==> src/ocpc_pkg.sv <==
// Package of constants for the output compare and PWM channel
package ocpc_pkg;

  // ----------------------------------------------------------------
  // Register indices on the plain register port
  // ----------------------------------------------------------------
  localparam int          ADDR_W          = 4;
  localparam logic [3:0]  IDX_CONTROL     = 4'h0;
  localparam logic [3:0]  IDX_PRIMARY     = 4'h1;
  localparam logic [3:0]  IDX_SECONDARY   = 4'h2;
  localparam logic [3:0]  IDX_TB_CONTROL  = 4'h3;
  localparam logic [3:0]  IDX_PERIOD_2    = 4'h4;
  localparam logic [3:0]  IDX_PERIOD_3    = 4'h5;
  localparam logic [3:0]  IDX_COUNT_2     = 4'h6;
  localparam logic [3:0]  IDX_COUNT_3     = 4'h7;

  // ----------------------------------------------------------------
  // Control register fields
  // ----------------------------------------------------------------
  localparam int          CTL_W           = 16;
  localparam int          BIT_IDLE_STOP   = 13;
  localparam int          BIT_FAULT       = 4;
  localparam int          BIT_TSEL        = 3;
  localparam int          MODE_LSB        = 0;
  localparam int          MODE_W          = 3;
  localparam logic [15:0] CTL_WR_MASK     = 16'h200f;
  localparam int          BIT_RUN_2       = 0;
  localparam int          BIT_RUN_3       = 1;

  // ----------------------------------------------------------------
  // Compare mode codes
  // ----------------------------------------------------------------
  localparam logic [2:0]  MODE_OFF        = 3'h0;
  localparam logic [2:0]  MODE_SET_HIGH   = 3'h1;
  localparam logic [2:0]  MODE_SET_LOW    = 3'h2;
  localparam logic [2:0]  MODE_TOGGLE     = 3'h3;
  localparam logic [2:0]  MODE_SINGLE     = 3'h4;
  localparam logic [2:0]  MODE_CONT       = 3'h5;
  localparam logic [2:0]  MODE_PWM        = 3'h6;
  localparam logic [2:0]  MODE_PWM_FAULT  = 3'h7;

  // ----------------------------------------------------------------
  // Reset values and channel grouping
  // ----------------------------------------------------------------
  localparam logic [15:0] RST_WORD        = 16'h0000;
  localparam int          FAULT_A_LAST    = 4;
  localparam int          CHANNELS_MAX    = 8;

endpackage : ocpc_pkg

==> src/ocpc_channel.sv <==
// Output compare and PWM channel with its two time bases
// Notes on behaviour
// - Mode 101 drives pin low at entry, then pulses every compare cycle.
// - Pulse modes raise the pin when count first equals primary value.
// - Pulse modes drop the pin when count equals secondary value.
// - Continuous pulse mode flags an interrupt on every secondary match.
// - Time base reaching its period returns to zero and keeps counting.
// - PWM copies secondary into primary only at period match; primary read-only.
// - Secondary register writes accepted any time without disturbing current period.
// - First PWM period uses the primary value already loaded.
// - Period value N gives a PWM period of N plus one counts.
// - PWM duty zero keeps pin low all period.
// - PWM duty above period keeps pin high continuously.
// - PWM duty equal to period gives one low count per period.
// - Code 111 is PWM with fault honoured, 110 PWM with fault ignored.
// - Code 100 drives pin low at entry then gives exactly one pulse.
// - Code 011 toggles pin on every compare match.
// - Code 010 starts pin high; a match forces it low.
// - Code 001 starts pin low; a match forces it high.
// - Code 000 disables the channel entirely.
// - Fault status bit 4 set on PWM fault, cleared only by hardware.
// - Control bit 3 picks third timer when one, second timer when zero.
// - Control bit 13 set halts the channel while processor is idle.
// - Fault input a governs channels one to four, b five to eight.
// - After single pulse trailing edge, no more pulses; pin held low.
// - Rewriting code 100 re-arms a single pulse without disabling first.
`timescale 1ns/1ps
`default_nettype none

module ocpc_channel
  import ocpc_pkg::*;
#(
  parameter int TW            = 16,
  parameter int CHANNEL_INDEX = 1
)(
  input  wire logic                  ref_clk,
  input  wire logic                  rst,
  input  wire logic [ocpc_pkg::ADDR_W-1:0] reg_addr,
  input  wire logic [15:0]           reg_wdata,
  input  wire logic                  reg_wr,
  input  wire logic                  reg_rd,
  output logic      [15:0]           reg_rdata,
  input  wire logic                  cpu_idle,
  input  wire logic                  fault_input_a,
  input  wire logic                  fault_input_b,
  output logic                       compare_output_pin,
  output logic                       compare_interrupt_flag
);
  import ocpc_pkg::*;

  // ----------------------------------------------------------------
  // Elaboration checks
  // ----------------------------------------------------------------
  if (TW < 2 || TW > 16)
  begin : g_bad_width
    $error("time base width must be 2 to 16");
  end
  if (CHANNEL_INDEX < 1 || CHANNEL_INDEX > CHANNELS_MAX)
  begin : g_bad_index
    $error("channel index must be 1 to 8");
  end

  // ----------------------------------------------------------------
  // State
  // ----------------------------------------------------------------
  logic [2:0]    mode_r;
  logic          tsel_r;
  logic          idle_stop_r;
  logic          fault_status_r;
  logic [TW-1:0] primary_r;
  logic [TW-1:0] secondary_r;
  logic [1:0]    tb_run_r;
  logic [TW-1:0] period2_r;
  logic [TW-1:0] period3_r;
  logic [TW-1:0] count2_r;
  logic [TW-1:0] count3_r;
  logic          armed_r;
  logic          pin_r;
  logic          flag_r;
  logic [15:0]   rdata_r;

  // Write decode shared by several processes
  function automatic logic hit(input logic [ADDR_W-1:0] idx);
    hit = reg_wr && (reg_addr == idx);
  endfunction : hit

  // Widen a time base value onto the 16-bit data port
  function automatic logic [15:0] widen(input logic [TW-1:0] v);
    widen = 16'(v);
  endfunction : widen

  logic ctl_wr;
  logic [2:0] wr_mode;
  logic is_pwm;
  logic is_pulse;
  assign ctl_wr   = hit(IDX_CONTROL);
  assign wr_mode  = reg_wdata[MODE_LSB +: MODE_W];
  assign is_pwm   = (mode_r == MODE_PWM) || (mode_r == MODE_PWM_FAULT);
  assign is_pulse = (mode_r == MODE_SINGLE) || (mode_r == MODE_CONT);

  // ----------------------------------------------------------------
  // Time bases
  // ----------------------------------------------------------------
  // Selected time base and its period
  logic [TW-1:0] cnt;
  logic [TW-1:0] per;
  logic          tick;
  assign cnt  = tsel_r ? count3_r : count2_r;
  assign per  = tsel_r ? period3_r : period2_r;
  assign tick = tsel_r ? tb_run_r[BIT_RUN_3] : tb_run_r[BIT_RUN_2];

  // Run bits and period registers
  always_ff @(posedge ref_clk or posedge rst)
  begin
    if (rst)
    begin
      tb_run_r  <= 2'h0;
      period2_r <= '0;
      period3_r <= '0;
    end
    else
    begin
      if (hit(IDX_TB_CONTROL))
        tb_run_r <= reg_wdata[1:0];
      if (hit(IDX_PERIOD_2))
        period2_r <= reg_wdata[TW-1:0];
      if (hit(IDX_PERIOD_3))
        period3_r <= reg_wdata[TW-1:0];
    end
  end

  // Counters wrap at their period, giving N plus one counts per cycle
  // wrap to zero
  always_ff @(posedge ref_clk or posedge rst)
  begin
    if (rst)
    begin
      count2_r <= '0;
      count3_r <= '0;
    end
    else
    begin
      if (hit(IDX_COUNT_2))
        count2_r <= reg_wdata[TW-1:0];
      else if (tb_run_r[BIT_RUN_2])
        count2_r <= (count2_r == period2_r) ? '0 : count2_r + 1'b1;
      if (hit(IDX_COUNT_3))
        count3_r <= reg_wdata[TW-1:0];
      else if (tb_run_r[BIT_RUN_3])
        count3_r <= (count3_r == period3_r) ? '0 : count3_r + 1'b1;
    end
  end

  // ----------------------------------------------------------------
  // Control register and channel events
  // ----------------------------------------------------------------
  // Channel runs unless told to stop while the processor idles
  logic run_ok;
  logic fault_in;
  logic match_pri;
  logic match_sec;
  logic match_per;
  assign run_ok    = !(idle_stop_r && cpu_idle);
  assign fault_in  = (CHANNEL_INDEX <= FAULT_A_LAST) ? fault_input_a : fault_input_b;
  assign match_pri = run_ok && tick && (cnt == primary_r);
  assign match_sec = run_ok && tick && (cnt == secondary_r);
  assign match_per = run_ok && tick && (cnt == per);

  // Mode, timer select and idle bits; writes land only on implemented bits
  always_ff @(posedge ref_clk or posedge rst)
  begin
    if (rst)
    begin
      mode_r      <= MODE_OFF;
      tsel_r      <= 1'b0;
      idle_stop_r <= 1'b0;
    end
    else if (ctl_wr)
    begin
      mode_r      <= wr_mode;
      tsel_r      <= reg_wdata[BIT_TSEL];
      idle_stop_r <= reg_wdata[BIT_IDLE_STOP];
    end
  end

  // Fault status: set wins over the hardware clear done on a mode rewrite
  // fault status flag
  always_ff @(posedge ref_clk or posedge rst)
  begin
    if (rst)
      fault_status_r <= 1'b0;
    else if (mode_r == MODE_PWM_FAULT && fault_in && run_ok)
      fault_status_r <= 1'b1;
    else if (ctl_wr)
      fault_status_r <= 1'b0;
  end

  // Primary value: software owns it outside PWM, the period match inside
  // duty load at period match
  always_ff @(posedge ref_clk or posedge rst)
  begin
    if (rst)
      primary_r <= '0;
    else if (is_pwm)
    begin
      if (match_per)
        primary_r <= secondary_r;
    end
    else if (hit(IDX_PRIMARY))
      primary_r <= reg_wdata[TW-1:0];
  end

  // Secondary value is a plain buffer; the period match copies it and the pulse modes compare against it
  // writes any time
  always_ff @(posedge ref_clk or posedge rst)
  begin
    if (rst)
      secondary_r <= '0;
    else if (hit(IDX_SECONDARY))
      secondary_r <= reg_wdata[TW-1:0];
  end

  // Single pulse arming; any write of code 100 re-arms
  // re-arm on rewrite
  always_ff @(posedge ref_clk or posedge rst)
  begin
    if (rst)
      armed_r <= 1'b0;
    else if (ctl_wr)
      armed_r <= (wr_mode == MODE_SINGLE);
    else if (mode_r == MODE_SINGLE && match_sec && pin_r)
      armed_r <= 1'b0;
  end

  // ----------------------------------------------------------------
  // Output pin
  // ----------------------------------------------------------------
  // PWM level from current count; duty zero never high, above period never low
  logic pwm_level;
  assign pwm_level = (primary_r != '0) && (cnt < primary_r);

  // Pin level per mode; entry levels come from the control write itself
  always_ff @(posedge ref_clk or posedge rst)
  begin
    if (rst)
      pin_r <= 1'b0;
    else if (ctl_wr)
    begin
      pin_r <= (wr_mode == MODE_SET_LOW);
    end
    else if (mode_r == MODE_OFF)
      pin_r <= 1'b0;
    else if (run_ok)
    begin
      unique case (mode_r)
        MODE_SET_HIGH:
        begin
          if (match_pri)
            pin_r <= 1'b1;
        end
        MODE_SET_LOW:
        begin
          if (match_pri)
            pin_r <= 1'b0;
        end
        MODE_TOGGLE:
        begin
          if (match_pri)
            pin_r <= !pin_r;
        end
        MODE_SINGLE, MODE_CONT:
        begin
          if (match_sec)
            pin_r <= 1'b0;
          else if (match_pri && (mode_r == MODE_CONT || armed_r))
            pin_r <= 1'b1;
          else if (mode_r == MODE_SINGLE && !armed_r)
            pin_r <= 1'b0;
        end
        MODE_PWM:
          pin_r <= pwm_level;
        MODE_PWM_FAULT:
          pin_r <= pwm_level && !fault_in && !fault_status_r;
        default:
          pin_r <= 1'b0;
      endcase
    end
  end

  // Interrupt pulse on compare events, on the trailing match in pulse modes
  // flag every secondary match in continuous pulse mode
  always_ff @(posedge ref_clk or posedge rst)
  begin
    if (rst)
      flag_r <= 1'b0;
    else if (ctl_wr || !run_ok)
      flag_r <= 1'b0;
    else
    begin
      unique case (mode_r)
        MODE_SET_HIGH, MODE_SET_LOW, MODE_TOGGLE:
          flag_r <= match_pri;
        MODE_SINGLE:
          flag_r <= match_sec && pin_r;
        MODE_CONT:
          flag_r <= match_sec;
        MODE_PWM:
          flag_r <= match_per;
        MODE_PWM_FAULT:
          flag_r <= match_per || (fault_in && !fault_status_r);
        default:
          flag_r <= 1'b0;
      endcase
    end
  end

  // ----------------------------------------------------------------
  // Read port, data one cycle after the strobe, zero when unmapped
  // ----------------------------------------------------------------
  always_ff @(posedge ref_clk or posedge rst)
  begin
    if (rst)
      rdata_r <= RST_WORD;
    else if (!reg_rd)
      rdata_r <= RST_WORD;
    else
    begin
      unique case (reg_addr)
        IDX_CONTROL:
        begin
          rdata_r                          <= RST_WORD;
          rdata_r[BIT_IDLE_STOP]           <= idle_stop_r;
          rdata_r[BIT_FAULT]               <= fault_status_r;
          rdata_r[BIT_TSEL]                <= tsel_r;
          rdata_r[MODE_LSB +: MODE_W]      <= mode_r;
        end
        IDX_PRIMARY:    rdata_r <= widen(primary_r);
        IDX_SECONDARY:  rdata_r <= widen(secondary_r);
        IDX_TB_CONTROL: rdata_r <= {14'h0000, tb_run_r};
        IDX_PERIOD_2:   rdata_r <= widen(period2_r);
        IDX_PERIOD_3:   rdata_r <= widen(period3_r);
        IDX_COUNT_2:    rdata_r <= widen(count2_r);
        IDX_COUNT_3:    rdata_r <= widen(count3_r);
        default:        rdata_r <= RST_WORD;
      endcase
    end
  end

  assign reg_rdata              = rdata_r;
  assign compare_output_pin     = pin_r;
  assign compare_interrupt_flag = flag_r;

  // ----------------------------------------------------------------
  // Assertions
  // ----------------------------------------------------------------
  disabled_low_a: assert property (@(posedge ref_clk) disable iff (rst)
    (mode_r == MODE_OFF && !ctl_wr) |=> !pin_r && !flag_r)
    else $error("disabled channel drives pin or flag");

  entry_high_a: assert property (@(posedge ref_clk) disable iff (rst)
    (ctl_wr && wr_mode == MODE_SET_LOW) |=> pin_r && mode_r == MODE_SET_LOW)
    else $error("set-low mode did not start high");

  pulse_rise_a: assert property (@(posedge ref_clk) disable iff (rst)
    (mode_r == MODE_CONT && match_pri && !match_sec && !ctl_wr) |=> pin_r)
    else $error("pulse did not rise on primary match");

  cont_fall_a: assert property (@(posedge ref_clk) disable iff (rst)
    (mode_r == MODE_CONT && match_sec && !ctl_wr) |=> !pin_r && flag_r)
    else $error("continuous pulse fall or flag missing");

  single_hold_a: assert property (@(posedge ref_clk) disable iff (rst)
    (mode_r == MODE_SINGLE && !armed_r && !ctl_wr)[*2] |=> !pin_r)
    else $error("single pulse repeated after trailing edge");

  duty_load_a: assert property (@(posedge ref_clk) disable iff (rst)
    (is_pwm && !ctl_wr) |=> (primary_r == $past(primary_r))
      || ($past(match_per) && primary_r == $past(secondary_r)))
    else $error("duty changed away from period match");

  zero_duty_a: assert property (@(posedge ref_clk) disable iff (rst)
    (mode_r == MODE_PWM && run_ok && primary_r == '0 && !ctl_wr) |=> !pin_r)
    else $error("zero duty drove pin high");

  full_duty_a: assert property (@(posedge ref_clk) disable iff (rst)
    (mode_r == MODE_PWM && run_ok && primary_r > per && !ctl_wr) |=> pin_r)
    else $error("duty above period drove pin low");

  fault_hold_a: assert property (@(posedge ref_clk) disable iff (rst)
    (mode_r == MODE_PWM_FAULT && fault_in && run_ok && !ctl_wr)
      |=> fault_status_r && !pin_r ##1 (!pin_r || $past(ctl_wr)))
    else $error("fault did not hold pin inactive");

  wrap_zero_a: assert property (@(posedge ref_clk) disable iff (rst)
    (tb_run_r[BIT_RUN_2] && count2_r == period2_r && !hit(IDX_COUNT_2))
      |=> count2_r == '0)
    else $error("time base did not wrap at period");

endmodule : ocpc_channel

`default_nettype wire

==> config.mk <==
export PLATFORM = sky130hd
export DESIGN_NAME = ocpc_channel
export DESIGN_NICKNAME = d
export VERILOG_FILES = /design/src/ocpc_pkg.sv /design/src/ocpc_channel.sv
export SDC_FILE = /design/constraint.sdc
export NUM_CORES = 1
export LEC_CHECK = 0
export ABC_CLOCK_PERIOD_IN_PS = 3500
export BUFFER_PORTS_ARGS = -buffer_cell sky130_fd_sc_hd__buf_2
export CORE_UTILIZATION = 40
export CTS_BUF_LIST = sky130_fd_sc_hd__clkbuf_2 sky130_fd_sc_hd__clkbuf_4 sky130_fd_sc_hd__clkbuf_8
export CTS_CLUSTER_DIAMETER = 150
export DETAILED_ROUTE_END_ITERATION = 8
export PLACE_DENSITY = 0.7
export SLEW_MARGIN = 25
export SYNTH_ARGS = -nofsm -noshare
export SYNTH_HDL_FRONTEND = slang
export SYNTH_SLANG_ARGS = --single-unit
==> constraint.sdc <==
create_clock -name ref_clk -period 3.5 [get_ports ref_clk]
set_input_delay 0.35 -clock ref_clk [delete_from_list [all_inputs] [get_ports ref_clk]]
set_output_delay 0.35 -clock ref_clk [all_outputs]
set_load 0.01 [all_outputs]
=== After elaboration in Yosys (flattened, before gate mapping) ===
Index checks and enable logic that the tools add are counted.
Widths: inputs -> output; s select.

* Add/subtract/negate cells: 2
* Order comparisons: 1
* Equality and inequality tests: 27
* Muxes and demuxes: 30
* Reduce and logical (&&, ||, !) cells: 45

{| class="wikitable"
|+ Operator list
! operator !! count
|-
| $mux 16 || 12
|-
| $pmux 16 s8 || 1
|-
| $eq 16x16->1 || 5
|-
| $add 16x1->16 const B || 2
|-
| $logic_and 1x1->1 || 24
|-
| $eq 4x3->1 const B || 4
|-
| $lt 16x16->1 || 1
|-
| $reduce_bool 16->1 || 1
|-
| $eq 3x3->1 const B || 5
|-
| $mux 1 || 15
|-
| $ne 4x4->1 const B || 3
|-
| $reduce_bool 2->1 || 5
|-
| $eq 3x2->1 const B || 3
|-
| $eq 4x2->1 const B || 2
|-
| $ne 6x6->1 const B || 1
|-
| $pmux 1 s6 || 1
|-
| $logic_not 1->1 || 5
|-
| $pmux 1 s5 || 1
|-
| $reduce_and 5->1 || 1
|-
| $eq 4x1->1 const B || 1
|-
| $logic_not 4->1 || 1
|-
| $logic_or 1x1->1 || 4
|-
| $eq 3x1->1 const B || 1
|-
| $logic_not 3->1 || 1
|-
| other kinds (5) || 5
|}

* Bits in registers: 123
* Bits of input ports: 27
* Output and inout bits: 18
* Logic and storage cells: 120

=== Longest topological paths before layout ===
Gate-level depths: netlist of run 1.

* Depth in word-level cells: 11
* Gate-level depth with buffers: 11
* Mapped depth without buffers: 10

=== Least setup slack after synthesis of run 1 ===
Ideal clock, no wire load.

* Kind: register to register
* Start: register tsel_r
* End: register pin_r, in the netlist compare_output_pin
* Library setup time: 0.119 ns
* Arrival time: 2.148 ns
* Required time: 3.381 ns
* Path slack: 1.234 ns
* Cell stages (with the launch flop): 11
* Path buffers: 1
* Period minus slack after synthesis: 2.266 ns
* Path through: dfrtp_1 -> buf_6 -> mux2_2 -> ha_1 -> nand4_1 -> nor3_1 -> and3_1 -> a211oi_1 -> a211oi_1 -> nor2_1 -> o21a_1

* Cells in the longest elaborated chain, start to end: 10
* Elaborated cells between the ends (all ways): 23
* Classes of those cells: 1 x order compare; 6 x eq/ne; 8 x mux; 8 x reduce/logical

{| class="wikitable"
|+ RTL lines
! element !! RTL line !! RTL
|-
| start, declared || ocpc_channel.sv:67 || <nowiki>logic tsel_r;</nowiki>
|-
| start signal, assigned || ocpc_channel.sv:181 || <nowiki>tsel_r <= reg_wdata[BIT_TSEL];</nowiki>
|-
| parallel branches: the longest is 10 deep, another holds $lt 16x16->1 || -- ||
|-
| end signal, assigned || ocpc_channel.sv:249 || <nowiki>pin_r <= (wr_mode == MODE_SET_LOW);</nowiki>
|-
| end signal, assigned || ocpc_channel.sv:269 || <nowiki>pin_r <= !pin_r;</nowiki>
|-
| end signal, assigned || ocpc_channel.sv:281 || <nowiki>pin_r <= pwm_level;</nowiki>
|-
| end, declared || ocpc_channel.sv:78 || <nowiki>logic pin_r;</nowiki>
|}

Several ways; the timed one is not identified. The select of a mux whose other input is x is not followed.
A chain may end at the register's enable or synchronous reset.

=== Final worst setup path of run 1 ===
Ends and elaborated chain as after synthesis.

==> results of run 1 <==
==> worst min-delay path by stage <==
stage	from	to	depth (start not counted)
floorplan	reg_wdata[13]	idle_stop_r	2
global placement	rst	count2_r[12]	2
detailed placement	rst	count2_r[12]	2
CTS	fault_input_a	fault_status_r	3
global route	fault_input_a	fault_status_r	3
finish	fault_input_a	fault_status_r	3
==> repair_timing <==
action                    CTS  global route
hold buffers                1             0
setup buffers               0             0
hold endpoints to repair    8             0
==> registers in the layout, summed over array words and instances, names as in the netlist, 2 cells and up <==
signal	count
period2_r	16
tb_run_r	2
primary_r	16
secondary_r	16
count3_r	16
count2_r	16
reg_rdata	16
period3_r	16
mode_r	3
==> area by class of cell <==
type	count	share of cell area, %
clock inverters	11	1.79
clock buffers	20	3.21
repair buffers	65	4.83
inverters	27	1.29
well taps	229	3.50
flip-flops and latches	123	37.6
multi-input cells	520	47.7
==> report_power, final <==
| part | internal (W) | switching, W | leakage, nW |
|---|---|---|---|
| registers | 0.00178 | 0.000584 | 1.50 |
| logic | 0.000870 | 0.00104 | 1.84 |
| clock network | 0.000731 | 0.000591 | 0.194 |
| total | 0.00338 | 0.00221 | 3.53 |
==> routing by layer <==
metal  vias up  global-route usage (%)
met2       395                    40.3
li1       2705                       -
met5         -                       0
met4         0                    11.1
met1      3061                    34.7
met3        54                    7.15
==> cell families after synthesis <==
kind of cell	Yosys count
muxes	104
adders and majority gates	18
DFF	123
xor gates and xnor gates	58
AOI/OAI and AO/OA	142
buffers and inverters	75
and+or+nand+nor	198
==> placed cells by master (no fill, tap or decap), types with 3 or more instances in the layout <==
| cell type | n |
|---|---|
| dfrtp_1 | 123 |
| mux2_2 | 66 |
| nand2_1 | 65 |
| buf_2 | 43 |
| o21ai_0 | 36 |
| mux2i_1 | 33 |
| xor2_1 | 33 |
| a22oi_1 | 31 |
| inv_1 | 26 |
| xnor2_1 | 25 |
| nor2_1 | 21 |
| nand3_1 | 20 |
| buf_4 | 20 |
| a31oi_1 | 19 |
| ha_1 | 18 |
| clkbuf_8 | 18 |
| a222oi_1 | 17 |
| nand4_1 | 17 |
| nor3_1 | 13 |
| a21oi_1 | 13 |
| and3_1 | 11 |
| nor4_1 | 11 |
| nor3b_1 | 9 |
| clkinvlp_4 | 6 |
| and2_1 | 6 |
| a221o_1 | 6 |
| o31ai_1 | 4 |
| nand3b_1 | 4 |
| mux2_4 | 3 |
| nor4b_1 | 3 |
| o21a_1 | 3 |
| nand2b_1 | 3 |
| bufinv_16 | 3 |
==> per-stage QoR <==
stage | std cells | cell area (µm²) | util (%)
floorplan | 718 | 7300 | -
global placement | 963 | 7760 | 43.3
detailed placement | 963 | 7760 | 43.3
CTS | 995 | 8180 | 45.7
global route | 995 | 8180 | 45.7
finish | 995 | 8180 | 45.7
==> worst max-delay path, delay by kind of cell (launching register included) <==
kind	cells	cell delay (ps)
mux	1	380
simple gates	4	890
compound gates	3	500
fa+ha+maj	1	300
flops	1	590
buf+inv	1	270
==> results.json, run 1 <==
{
  "finalWorstSetupSlack_ps": 438,
  "fp-row-count": 49,
  "hold_viol_final": 0,
  "die_area_mm2": 0.0188,
  "worstMarginPinSlew_ps": 1050,
  "gp_congestion": 0.990,
  "yosys.area_share.simple_pct": 14.1,
  "grt_max_degree": 74,
  "finalPower_w": 0.00559,
  "p_per_area_mw_per_mm2": 684,
  "fin_crit_ps": 3060,
  "synth_edf_count": 0,
  "crit_fanout": 9,
  "ant_nets": 0,
  "via_per_inst": 6.25,
  "yosys_warnings": 0,
  "wl_met2_um": 10400,
  "num_vias": 6215,
  "status": "finished clean",
  "drv_cap": 0,
  "rr_worst_depth": 10,
  "slew_headroom_pct": 29.9,
  "clock-sinks": 123,
  "setup.worst_path.end": "compare_output_pin",
  "ys_seq_elements": 123,
  "die_x_um": 137,
  "whs_ps": 182,
  "grt_pass1_vias": 6024,
  "cp-startpoint": "tsel_r",
  "synth_xor_area_share_pct": 6.96,
  "wire_per_inst_um": 23.3,
  "fin_setup_tns_ps": 0,
  "r2r_end": "compare_output_pin",
  "cts_buffers": 17,
  "first_iter_violations": 990,
  "met3_length_um": 2480,
  "synth_nets": 763,
  "synth_top_cell_area_share_pct": 42.2,
  "coreArea_mm2": 0.0179,
  "rsz0062_at_grt": "no",
  "area_delta_synth_final_pct": 12.1,
  "r2r_slack_ps": 440,
  "synthFlopType": "dfrtp_1",
  "seq_area_mm2": 0.00308,
  "syn_inst": 718,
  "wl_met1_um": 9540,
  "io_buffer_count": 43,
  "start_kind": "flop",
  "finalCritPeriodShare_pct": 87.5,
  "die_h_um": 137,
  "syn-cell-area_mm2": 0.00730,
  "ys_types": 56,
  "avgSynthCellArea_um2": 10.2,
  "synth_top_family_by_area": "multiplexers",
  "max-vdd-ir-drop_mv": 0.302,
  "setup_viol_count_final": 0,
  "pin_count": 45,
  "finalClockSkew_ps": 17.6,
  "hpwlAfterDp_um": 16500,
  "hp-class": "input pin to flop",
  "fmax_mhz": 327,
  "ys_seq_area_share_pct": 42.2,
  "clkTransAtPathRegs_ps": 80,
  "synthAdderAreaFrac_pct": 3.09,
  "synthMuxAreaShare_pct": 15.7,
  "drv_slew": 0,
  "initial_utilization_pct": 40.8,
  "drc": 0,
  "dr.pass1.iters": 9,
  "diodes": 0,
  "yosysMostFrequentCell": "dfrtp_1",
  "preCtsSetupSlack_ps": 612,
  "p_leak_nw": 3.53,
  "r2r_start": "tsel_r",
  "synth_compound_area_share_pct": 13.6,
  "post_cts_resize_count": 0,
  "top_layer": "met4",
  "clockBufferDepth": 2,
  "antenna_found_initial": 1,
  "insertion_delay_ps": 470,
  "slowest_delay_ps": 590,
  "finalWirelength_um": 23200,
  "nNetsFinal": 799,
  "critPathSlowestCell": "dfrtp_1",
  "crit_chain": "buf_4, mux2_2, ha_1, nand4_1, nor3_1, and3_1, a211oi_1, a211oi_1, nor2_1, o21a_1",
  "synthArstFlopShare_pct": 100,
  "ys_top_cells_by_area": "dfrtp_1 (42%), mux2_2 (10%), mux2i_1 (4.5%)",
  "grt_use_total_pct": 26.3,
  "worst_ep_required_time_ps": 3850,
  "cts_max_level": 4,
  "multi_input_area_mm2": 0.00390,
  "fillers": 1733,
  "cpMostUsedCell": "a211oi_1",
  "critPathCaptureType": "flop",
  "grt_pass1_wl_um": 35700,
  "path_class": "flop to flop",
  "yosys.area.top_type": "dfrtp_1",
  "drive_above_1_share_pct": 23.0,
  "overflow": 0,
  "arrival_ps": 3410,
  "cts_tree": "done",
  "cts_root_buffer": "clkbuf_8",
  "synth_top_cells_by_count": "dfrtp_1 (123), mux2_2 (66), nand2_1 (65)"
}
Note: power is estimated with default switching activity, not from simulation.
==> run 2: changes to the inputs <==
--- a/config.mk
+++ b/config.mk
@@ -8,7 +8,6 @@
 export ABC_CLOCK_PERIOD_IN_PS = 3500
 export BUFFER_PORTS_ARGS = -buffer_cell sky130_fd_sc_hd__buf_2
 export CORE_UTILIZATION = 40
-export CTS_BUF_LIST = sky130_fd_sc_hd__clkbuf_2 sky130_fd_sc_hd__clkbuf_4 sky130_fd_sc_hd__clkbuf_8
 export CTS_CLUSTER_DIAMETER = 150
 export DETAILED_ROUTE_END_ITERATION = 8
 export PLACE_DENSITY = 0.7
==> run 2 against run 1 <==
  * Flip-flop and latch count is the same
  * First-iteration DRC count shrank 10%
  * Critical path type unchanged
  * Total power grew 8.1%
  * Utilization grew 1.0 points
  * Routed wire length is essentially flat
  * Largest cell class unchanged
  * Sequential power is essentially flat
  * Fmax grew 1.7%
  * Via count grew 0.27%
  * Cell area grew 2.2%
  * Hold slack gained 49 ps
  * Non-clock buffer count is the same
  * Die area is the same
==> results.json, run 2 (synthesis gave the netlist of run 1 again) <==
{
  "p_leak_nw": 3.61,
  "met3_length_um": 2460,
  "clockBufferDepth": 2,
  "nNetsFinal": 799,
  "dr.pass1.iters": 8,
  "num_vias": 6232,
  "grt_use_total_pct": 26.3,
  "fp-row-count": 49,
  "design_area_mm2": 0.00836,
  "drc": 0,
  "preCtsSetupSlack_ps": 612,
  "wire_per_inst_um": 23.3,
  "grt_pass1_vias": 6061,
  "area_delta_synth_final_pct": 14.6,
  "cts_max_level": 4,
  "cts_setup_buffers": 0,
  "overflow": 0,
  "clkTransAtPathRegs_ps": 60,
  "gp_congestion": 0.990,
  "cts_buffers": 17,
  "finalWorstSetupSlack_ps": 488,
  "start_kind": "flop",
  "io_buffer_count": 43,
  "pin_count": 45,
  "die_area_mm2": 0.0188,
  "grt_max_degree": 74,
  "worst_ep_required_time_ps": 3810,
  "via_per_inst": 6.26,
  "drv_slew": 0,
  "finalPower_w": 0.00604,
  "arrival_ps": 3320,
  "slew_headroom_pct": 30.1,
  "placed_area_mm2": 0.00776,
  "setup_viol_count_final": 0,
  "ant_nets": 0,
  "fin_crit_ps": 3010,
  "cts_hold_buf": 1,
  "worstMarginPinSlew_ps": 1050,
  "antenna_found_initial": 0,
  "max-vdd-ir-drop_mv": 0.413,
  "grt_pass1_wl_um": 35800,
  "cts_tree": "done",
  "cts_root_buffer": "clkbuf_16",
  "insertion_delay_ps": 430,
  "clock-sinks": 123,
  "wl_met1_um": 9600,
  "crit_fanout": 9,
  "finalClockSkew_ps": 12.0,
  "fmax_mhz": 332,
  "coreArea_mm2": 0.0179,
  "hold_viol_final": 0,
  "p_per_area_mw_per_mm2": 723,
  "finalWirelength_um": 23200,
  "critPathCaptureType": "flop",
  "top_layer": "met4",
  "final_cell_mix": "dfrtp_1 (123), mux2_2 (66), nand2_1 (65)",
  "die_h_um": 137,
  "hp-class": "input pin to flop",
  "diodes": 0,
  "rsz0062_at_grt": "no",
  "first_iter_violations": 887,
  "finalCritPeriodShare_pct": 86.1,
  "status": "finished clean",
  "drive_above_1_share_pct": 22.7,
  "path_class": "flop to flop",
  "initial_utilization_pct": 40.8,
  "final_common_cell": "dfrtp_1",
  "fin_setup_tns_ps": 0,
  "wl_met2_um": 10200,
  "post_cts_resize_count": 0,
  "fillers": 1706,
  "hpwlAfterDp_um": 16500,
  "drv_cap": 0,
  "die_x_um": 137
}
==> run 2: changes by cell type in the layout (fill, tap and decap cells not counted) <==
| cell | delta |
|---|---|
| clkbuf_16 | +17 |
| clkbuf_8 | -17 |
| clkbuf_1 | +2 |
| clkbuf_4 | -2 |
==> run 2: path summary, 6_finish.rpt <==
| check | slack, ps | depth (start not counted) | from | endpoint |
|---|---|---|---|---|
| max | 490 | 10 | tsel_r | compare_output_pin |
| min | 230 | 3 | fault_input_a | fault_status_r |
| max reg2reg | 490 | 10 | tsel_r | compare_output_pin |
| min reg2reg | 510 | 2 | idle_stop_r | idle_stop_r |
| max in group asynchronous | 2280 | 4 | rst | reg_rdata[8] |
| min in group asynchronous | 420 | 3 | rst | primary_r[8] |
==> run 2: per-layer routing <==
layer	global-route usage, %	vias to the layer above
li1	-	2712
met1	34.9	3068
met2	39.8	383
met3	7.04	69
met4	12.3	0
met5	0	-
==> run 2: where the power goes <==
| part | switching, W | leakage (nW) | internal [W] |
|---|---|---|---|
| sequential | 0.000580 | 1.50 | 0.00179 |
| clock | 0.000647 | 0.274 | 0.00113 |
| combinational | 0.00103 | 1.84 | 0.000871 |
| total | 0.00226 | 3.61 | 0.00379 |
==> run 2: per-stage QoR <==
step | util (%) | instances | hold slack (ps)
4_1_cts | 46.7 | 995 | 206
3_5_place_dp | 43.3 | 963 | 325
2_1_floorplan | - | 718 | 455
3_3_place_gp | 43.3 | 963 | 321
5_1_grt | 46.7 | 995 | 239
6_report | 46.7 | 995 | 231
==> run 2: final cells by class <==
| class | count | area (µm²) | area share [%] |
|---|---|---|---|
| multi-input cells | 520 | 3900 | 46.7 |
| flip-flops and latches | 123 | 3080 | 36.8 |
| clock buffers | 20 | 447 | 5.34 |
| repair buffers | 65 | 395 | 4.73 |
| well taps | 229 | 287 | 3.43 |
| clock inverters | 11 | 146 | 1.75 |
| inverters | 27 | 105 | 1.26 |
==> run 2: worst max-delay path, stage by stage (launching register included) <==
cell	delay, ps
dfrtp_1	570
buf_4	270
mux2_2	370
ha_1	310
nand4_1	90
nor3_1	420
and3_1	290
a211oi_1	100
a211oi_1	220
nor2_1	60
o21a_1	180
